### config.mk
export PLATFORM = sky130hd
export DESIGN_NAME = sfcb_regs
export DESIGN_NICKNAME = d
export VERILOG_FILES = /design/src/sfcb_pkg.sv /design/src/sfcb_cfg_if.sv /design/src/sfcb_rate_calc.sv /design/src/sfcb_regs.sv
export SDC_FILE = /design/constraint.sdc
export NUM_CORES = 1
export LEC_CHECK = 0
export BUFFER_PORTS_ARGS = -buffer_cell sky130_fd_sc_hd__clkbuf_2
export CORE_ASPECT_RATIO = 1.1
export CORE_MARGIN = 1
export CORE_UTILIZATION = 30
export CTS_CLUSTER_DIAMETER = 30
export DETAILED_ROUTE_END_ITERATION = 16
export PLACE_DENSITY_LB_ADDON = 0.2
export SLEW_MARGIN = 20
export SYNTH_ARGS = -nofsm -noshare
export SYNTH_HDL_FRONTEND = slang
export SYNTH_SLANG_ARGS = --single-unit
### constraint.sdc
create_clock -name clk_i -period 2.8 [get_ports clk_i]
set_input_delay 0.28 -clock clk_i [delete_from_list [all_inputs] [get_ports clk_i]]
set_output_delay 0.28 -clock clk_i [all_outputs]
set_load 0.1 [all_outputs]
### src/sfcb_pkg.sv
// constants shared by the synthesiser word and bandwidth configuration slice
package sfcb_pkg;
    // register port geometry
    localparam int          ADDR_W        = 6;
    localparam int          DATA_W        = 8;

    // register offsets
    localparam logic [5:0]  OFF_HIGH      = 6'h0D;
    localparam logic [5:0]  OFF_MIDDLE    = 6'h0E;
    localparam logic [5:0]  OFF_LOW       = 6'h0F;
    localparam logic [5:0]  OFF_BW_RATE   = 6'h10;

    // field positions inside the modem configuration byte and the high word byte
    localparam int          BW_E_LSB      = 6;
    localparam int          BW_M_LSB      = 4;
    localparam int          RATE_E_LSB    = 0;
    localparam int          HIGH_FIX_LSB  = 6;

    // fixed pattern and reset values
    localparam logic [1:0]  HIGH_FIXED    = 2'h1;
    localparam logic [5:0]  HIGH_RESET    = 6'h1E;
    localparam logic [7:0]  MIDDLE_RESET  = 8'hC4;
    localparam logic [7:0]  LOW_RESET     = 8'hEC;
    localparam logic [1:0]  BW_E_RESET    = 2'h2;
    localparam logic [1:0]  BW_M_RESET    = 2'h0;
    localparam logic [3:0]  RATE_E_RESET  = 4'hC;

    // arithmetic constants of the rate and decimation terms
    localparam logic [8:0]  MANT_HIDDEN   = 9'h100;
    localparam logic [8:0]  DECIM_BASE    = 9'h004;
    localparam int          DECIM_SHIFT   = 3;
endpackage : sfcb_pkg

### src/sfcb_cfg_if.sv
// carrier between the register slice and the rate calculator
`timescale 1ns/1ps
interface sfcb_cfg_if;
    logic [1:0]  bw_e;
    logic [1:0]  bw_m;
    logic [3:0]  rate_e;
    logic [7:0]  rate_m;
    logic [8:0]  decim_ratio;
    logic [23:0] rate_step;

    modport regs (output bw_e, output bw_m, output rate_e, output rate_m,
                  input decim_ratio, input rate_step);
    modport calc (input bw_e, input bw_m, input rate_e, input rate_m,
                  output decim_ratio, output rate_step);
endinterface : sfcb_cfg_if

### src/sfcb_rate_calc.sv
// decimation ratio and symbol-rate step derived from the configuration fields
`timescale 1ns/1ps
module sfcb_rate_calc (
    input  wire logic   clk_i,
    input  wire logic   rstn_i,
    input  wire logic   cen_i,
    sfcb_cfg_if.calc    cfg
);
    typedef struct packed {
        logic [8:0]  decim;
        logic [23:0] step;
    } sfcb_calc_state_t;

    sfcb_calc_state_t state_reg;
    sfcb_calc_state_t state_next;

    ////////////////////////////////////////////////////////////////////////////
    // next values: both results are registered so downstream sees clean levels
    always_comb begin
        logic [8:0]  mult;
        logic [23:0] mant;
        mult = sfcb_pkg::DECIM_BASE + {7'h00, cfg.bw_m};
        mant = {15'h0000, sfcb_pkg::MANT_HIDDEN | {1'b0, cfg.rate_m}};
        state_next       = state_reg;
        // 8 * (4 + mantissa) * 2^exponent, at most 448 so nine bits suffice
        state_next.decim = (mult << sfcb_pkg::DECIM_SHIFT) << cfg.bw_e;
        // hidden ninth bit, then scale by 2^exponent; the 2^28 divide stays
        // implicit as the binary point of the rate accumulator downstream
        state_next.step  = mant << cfg.rate_e;
    end

    // state register, frozen while the clock enable is low
    always_ff @(posedge clk_i or negedge rstn_i) begin
        if (!rstn_i) begin
            state_reg <= '0;
        end else if (cen_i) begin
            state_reg <= state_next;
        end
    end

    assign cfg.decim_ratio = state_reg.decim;
    assign cfg.rate_step   = state_reg.step;
endmodule : sfcb_rate_calc

### src/sfcb_regs.sv
// synthesiser base word and channel bandwidth / rate exponent register slice
`timescale 1ns/1ps

////////////////////////////////////////////////////////////////////////////////
// Overview of operation
// top two bits of the high word byte always read back as 01.
// low six bits of high byte hold word bits 21:16, reset 0x1E.
// middle byte holds word bits 15:8, writable, reset 0xC4.
// low byte holds word bits 7:0, writable, reset 0xEC.
// bandwidth exponent 7:6 reset 10, mantissa 5:4 reset 00 set decimation.
// symbol-rate exponent in bits 3:0, reset 1100, fed to rate generator.
// rate step is (256 plus mantissa) shifted by exponent, over 2^28.
// writes to the fixed high-byte bits are ignored; reads stay constant.
module sfcb_regs (
    input  wire logic        clk_i,
    input  wire logic        rstn_i,
    input  wire logic        cen_i,
    input  wire logic [5:0]  reg_addr_i,
    input  wire logic        reg_wr_i,
    input  wire logic [7:0]  reg_wdata_i,
    input  wire logic        reg_rd_i,
    input  wire logic [7:0]  symbol_rate_mantissa_i,
    output logic      [7:0]  reg_rdata_o,
    output logic             reg_rvalid_o,
    output logic      [23:0] synth_base_word_o,
    output logic      [1:0]  bandwidth_exponent_o,
    output logic      [1:0]  bandwidth_mantissa_o,
    output logic      [3:0]  symbol_rate_exponent_o,
    output logic      [8:0]  decimation_ratio_o,
    output logic      [23:0] symbol_rate_step_o
);
    typedef struct packed {
        logic [5:0] word_high;
        logic [7:0] word_middle;
        logic [7:0] word_low;
        logic [1:0] bw_e;
        logic [1:0] bw_m;
        logic [3:0] rate_e;
        logic [7:0] rdata;
        logic       rvalid;
    } sfcb_state_t;

    localparam sfcb_state_t RESET_STATE = '{
        word_high   : sfcb_pkg::HIGH_RESET,
        word_middle : sfcb_pkg::MIDDLE_RESET,
        word_low    : sfcb_pkg::LOW_RESET,
        bw_e        : sfcb_pkg::BW_E_RESET,
        bw_m        : sfcb_pkg::BW_M_RESET,
        rate_e      : sfcb_pkg::RATE_E_RESET,
        rdata       : 8'h00,
        rvalid      : 1'b0
    };

    sfcb_state_t state_reg;
    sfcb_state_t state_next;

    sfcb_cfg_if cfg ();

    ////////////////////////////////////////////////////////////////////////////
    // address compare, shared by the write and read paths
    function automatic logic addr_hit(input logic [5:0] addr,
                                      input logic [5:0] offset);
        addr_hit = (addr == offset);
    endfunction : addr_hit

    ////////////////////////////////////////////////////////////////////////////
    // register writes and registered read data
    always_comb begin
        state_next        = state_reg;
        state_next.rvalid = reg_rd_i;
        if (reg_wr_i) begin
            if (addr_hit(reg_addr_i, sfcb_pkg::OFF_HIGH)) begin
                // only the low six bits are storage; 7:6 are dropped on write
                state_next.word_high   = reg_wdata_i[5:0];
            end
            if (addr_hit(reg_addr_i, sfcb_pkg::OFF_MIDDLE)) begin
                state_next.word_middle = reg_wdata_i;
            end
            if (addr_hit(reg_addr_i, sfcb_pkg::OFF_LOW)) begin
                state_next.word_low    = reg_wdata_i;
            end
            if (addr_hit(reg_addr_i, sfcb_pkg::OFF_BW_RATE)) begin
                state_next.bw_e   = reg_wdata_i[sfcb_pkg::BW_E_LSB +: 2];
                state_next.bw_m   = reg_wdata_i[sfcb_pkg::BW_M_LSB +: 2];
                state_next.rate_e = reg_wdata_i[sfcb_pkg::RATE_E_LSB +: 4];
            end
        end
        // read returns the value held before any write in the same cycle
        state_next.rdata = 8'h00;                                     // unmapped reads zero
        if (reg_rd_i) begin
            if (addr_hit(reg_addr_i, sfcb_pkg::OFF_HIGH)) begin
                state_next.rdata = {sfcb_pkg::HIGH_FIXED, state_reg.word_high};
            end else if (addr_hit(reg_addr_i, sfcb_pkg::OFF_MIDDLE)) begin
                state_next.rdata = state_reg.word_middle;
            end else if (addr_hit(reg_addr_i, sfcb_pkg::OFF_LOW)) begin
                state_next.rdata = state_reg.word_low;
            end else if (addr_hit(reg_addr_i, sfcb_pkg::OFF_BW_RATE)) begin
                state_next.rdata = {state_reg.bw_e, state_reg.bw_m, state_reg.rate_e};
            end
        end
    end

    // state register, frozen while the clock enable is low
    always_ff @(posedge clk_i or negedge rstn_i) begin
        if (!rstn_i) begin
            state_reg <= RESET_STATE;
        end else if (cen_i) begin
            state_reg <= state_next;
        end
    end

    ////////////////////////////////////////////////////////////////////////////
    // fields handed to the rate calculator
    assign cfg.bw_e   = state_reg.bw_e;
    assign cfg.bw_m   = state_reg.bw_m;
    assign cfg.rate_e = state_reg.rate_e;
    // mantissa lives in a neighbouring register outside this slice
    assign cfg.rate_m = symbol_rate_mantissa_i;

    sfcb_rate_calc u_rate_calc (
        .clk_i  (clk_i),
        .rstn_i (rstn_i),
        .cen_i  (cen_i),
        .cfg    (cfg.calc)
    );

    ////////////////////////////////////////////////////////////////////////////
    // outputs, all taken from flip-flops
    assign reg_rdata_o            = state_reg.rdata;
    assign reg_rvalid_o           = state_reg.rvalid;
    assign synth_base_word_o      = {sfcb_pkg::HIGH_FIXED, state_reg.word_high,
                                     state_reg.word_middle, state_reg.word_low};
    assign bandwidth_exponent_o   = state_reg.bw_e;
    assign bandwidth_mantissa_o   = state_reg.bw_m;
    assign symbol_rate_exponent_o = state_reg.rate_e;
    assign decimation_ratio_o     = cfg.decim_ratio;
    assign symbol_rate_step_o     = cfg.rate_step;
endmodule : sfcb_regs

* Word-level counts from Yosys, hierarchy flattened
Cells that the tools add are included.
Word-level totals: bits in registers 72, logic and storage cells 26
Operators by class: add/sub/neg operators 1, eq/ne operators 4, shift operators 2, mux-type cells 5, reductions and logical operators 4
Operator list (number):
- 8-bit 2-to-1 mux | 5
- 9-bit by 4-bit << shifter with 24-bit output | 1
- 6-bit by 4-bit equality test with 1-bit output, second input constant | 3
- 3-bit AND reduction | 4
- 9-bit by 2-bit << shifter with 9-bit output | 1
- 6-bit by 5-bit equality test with 1-bit output, second input constant | 1
- 3-bit by 2-bit adder with 4-bit output, first input constant | 1

* Longest topological paths before layout
depth in word-level cells 6, gate-level depth with buffers 6, mapped depth without buffers 4

* Cells and area by module
Synthesis repeated with hierarchy kept, for this count alone.
Second synthesis, totals: cells, all modules 317, area, all modules 3469.6 sq um
By module, submodules not included:
- sfcb_regs | instances 1, cells each 141, area an instance 1776.7 sq um, sequential area each 994.7 sq um
- sfcb_rate_calc | instances 1, cells each 176, area an instance 1692.9 sq um, sequential area each 750.7 sq um

* Least setup slack after synthesis
OpenSTA, ideal clock, no wires.
path kind register to register, start register state_reg (netlist bit symbol_rate_exponent_o[1]), end register u_rate_calc.state_reg (netlist bit u_rate_calc.cfg.rate_step[15]), arrival 2.244 ns, data required time 2.664 ns, slack 0.419 ns, stages on the path, launching flop included 6, path buffers 1, path through dfrtp_1 > buf_2 > mux4_2 > mux2_2 > a32oi_1 > a21oi_1
On the way: cells in the longest elaborated chain, start to end 1
Ends and longest elaborated chain:
- from (decl) | RTL line sfcb_regs.sv:54 | sfcb_state_t state_reg;
- from (signal assigned) | RTL line sfcb_regs.sv:108 | state_reg <= state_next;
- 9-bit by 4-bit << shifter with 24-bit output | RTL line sfcb_rate_calc.sv:29 | state_next.step = mant << cfg.rate_e;
- to (signal assigned) | RTL line sfcb_rate_calc.sv:37 | state_reg <= state_next;
- to (decl) | RTL line sfcb_rate_calc.sv:14 | sfcb_calc_state_t state_reg;
No other way between the ends. A chain may end at the register's enable or synchronous reset.

* Final worst setup path
start register state_reg (netlist bit symbol_rate_exponent_o[1]), end output symbol_rate_exponent_o[1]
RTL lines:
- to (decl) | RTL line sfcb_regs.sv:28 | output logic [3:0] symbol_rate_exponent_o,
No word-level cell between the ends.

==> impl_metrics.ini <==
[place]
dp_hpwl_mm = 6.77
io_buffers = 95
gp_congestion = 0.803

[grt]
grt_max_degree = 36
grt_use_total_pct = 15.9
antenna_found_initial = 0
grt_pass1_vias = 2738
grt_overflow = 0
grt_pass1_wl_mm = 14.8

[pwr]
p_leak_nw = 2.04
pwr_density_cell_mw_per_mm2 = 781
ir_drop_uv = 439

[floorplanning]
dieArea_mm2 = 0.0120
die_h_um = 115
core_area_mm2 = 0.0111
die_width_um = 104
io_pins = 101
start_util_pct = 31.3
placementRows = 40

[logic_synthesis]
synthCells = 308
ys_ff_latch = 69
syn_area_mm2 = 0.00346
ys_types = 49
synth_edf_count = 0
yosysSeqAreaShare_pct = 50.5
synthFlopType = dfrtp_1
yosysWarnings = 0
async_reset_ff_share_pct = 100
syn_avg_cell_area_um2 = 11.2

[cts]
cts_setup_buffers = 0
clk_latency_ps = 320
cts_root_buf = clkbuf_16
h-tree-depth = 3
cts_tree = done
cts_buffer_depth = 2
clk_pin_slew_ps = 50
cts_buffers = 9
cts.sinks = 69

[route]
drt-met1-wl_mm = 4.33
met2_length_mm = 4.39
drt-total-wl_mm = 9.25
drtIter0Drc = 74
via_count = 2742
wl_met3_um = 442
wl_per_cell_um = 16.8
drc_errors = 0
highest_layer = met4
drt-pass1-iter-count = 5
ant_nets = 0
viasPerCell = 4.98

[cells_and_area]
nNetsFinal = 426
area_growth_pct = 26.6
layout_commonest_cell = clkbuf_2
utilization_pct = 39.6
layout_common_cells = clkbuf_2 (94), dfrtp_1 (54), mux2_2 (34)
drive_gt1_share_pct = 42.8
insertedDiodeCount = 0

[timing]
relSlewSlack_pct = 44.1
tns_ps = 0
hold_violations = 0
fin_worst_skew_ps = 7.00
max_slew.worst_pin.slew_ps = 834
setup_viol = 0
drv_slew = 0
rsz0062_at_grt = false
timing.fmax_mhz = 481
fin_crit_ps = 2080
post-route-period-util_pct = 74.3

[worst_setup_path]
r2r-start = symbol_rate_exponent_o[1]
path_max_fanout = 15
worstSetupPathType = register to output port
cp_slowest_cell = dfrtp_1
cp.arrival_ps = 1800
rr_worst_depth = 4
crit_chain = buf_4 -> clkbuf_2
r2r-end = u_rate_calc.cfg.rate_step[15]
max_stage_delay_ps = 690
critPathLaunchType = register
crit_path_end_kind = output port
required_ps = 2520
rrSetupSlack_ps = 850
critical_path_buf_inv_count = 2
crit_family = buffers and inverters

[worst_hold_path]
worstHoldPathCells = 2
worst_hold_path_type = input port to register
whs_endpoint = synth_base_word_o[7]
hp-start = reg_wdata_i[7]

[status]
status = finished clean

[run]
timing.max_cap.violations = 0
[how the worst max path moves through the flow]
stage | start | endpoint | slack [ps] | cells past startpoint
6_report | symbol_rate_exponent_o[1] | symbol_rate_exponent_o[1] | 720 | 2
5_1_grt | symbol_rate_exponent_o[1] | symbol_rate_exponent_o[1] | 620 | 2
4_1_cts | symbol_rate_exponent_o[1] | symbol_rate_exponent_o[1] | 710 | 2
3_5_place_dp | reg_addr_i[5] | synth_base_word_o[11] | 760 | 5
3_3_place_gp | reg_addr_i[5] | synth_base_word_o[9] | 740 | 5
2_1_floorplan | symbol_rate_exponent_o[1] | u_rate_calc.cfg.rate_step[15] | 420 | 5
[kinds of logic after synthesis]
kind of cell           count (synthesis)  synth area share [%]
muxes                                 58                  18.8
other                                  2                 0.217
AOI/OAI and AO/OA                     79                  15.3
buffers and inverters                 35                  4.56
DFF                                   69                  50.5
and+or+nand+nor                       65                  10.6
[timing repair]
item | in CTS | in global routing
hold buffers | 1 | 0
gates resized for setup | 0 | 0
endpoints found under the hold margin | 8 | 0
[state kept, by name (all words and copies together), names as in the netlist]
register,flops
bandwidth_exponent_o,2
bandwidth_mantissa_o,2
reg_rdata_o,8
reg_rvalid_o,1
symbol_rate_exponent_o,4
synth_base_word_o,22
u_rate_calc.cfg.decim_ratio,6
u_rate_calc.cfg.rate_step,24
[final cells by class]
type	count	area, um2
Fill cell	1114	6680
Clock buffer	12	236
Inverter	9	33.8
Tap cell	147	184
Sequential cell	69	1750
Timing Repair Buffer	103	538
Multi-Input combinational cell	207	1570
Clock inverter	4	73.8
[where the power goes]
group / internal [W] / switching (W)
clock: 0.000781 / 0.000408
combinational: 0.000186 / 0.000856
sequential: 0.00110 / 0.0000901
total: 0.00206 / 0.00135
[worst reg2reg max path, cell delays in order (launching register included)]
cell and delay [ps]:
dfrtp_1 690, mux4_2 600, mux2_2 300, a32oi_1 150, a21oi_1 90
[per-layer routing]
layer,global-route usage [%],up-vias
met1,21.2,1342
met2,25.9,89
met3,3.87,10
li1,-,1301
met4,4.38,0
met5,0,-
[synthesized netlist by cell type, drive strengths merged (2+ instances only)]
| cell | n | area [um2] |
|---|---|---|
| dfrtp | 54 | 1350 |
| mux2 | 35 | 394 |
| nand2 | 29 | 111 |
| o21ai | 25 | 125 |
| mux2i | 21 | 210 |
| dfstp | 15 | 394 |
| clkbuf | 14 | 52.6 |
| buf | 12 | 71.3 |
| a31oi | 11 | 68.8 |
| o2bb2ai | 9 | 78.8 |
| a21oi | 8 | 40.0 |
| inv | 8 | 30.0 |
| a2bb2oi | 7 | 61.3 |
| nor2 | 6 | 22.5 |
| nor2b | 6 | 37.5 |
| nand2b | 5 | 31.3 |
| nand3 | 4 | 32.5 |
| nor3b | 4 | 35.0 |
| a21o | 3 | 22.5 |
| nor3 | 3 | 31.3 |
| o221ai | 3 | 26.3 |
| a22o | 2 | 17.5 |
| a22oi | 2 | 15.0 |
| conb | 2 | 7.51 |
| mux4 | 2 | 45.0 |
| nand3b | 2 | 15.0 |
| or3 | 2 | 12.5 |
[through the flow]
step                      total power, W  std cells  instance area (um2)  worst slack (ps)  hold slack, ps
after floorplan                  0.00204        311                 3470               419           -15.6
after global placement           0.00224        534                 4060               743             149
after detailed placement         0.00225        534                 4060               756             149
after CTS                        0.00346        551                 4380               709             216
after global routing             0.00355        551                 4380               618             218
final                            0.00342        551                 4380               719             227
Power figures use the tool's default switching activity.
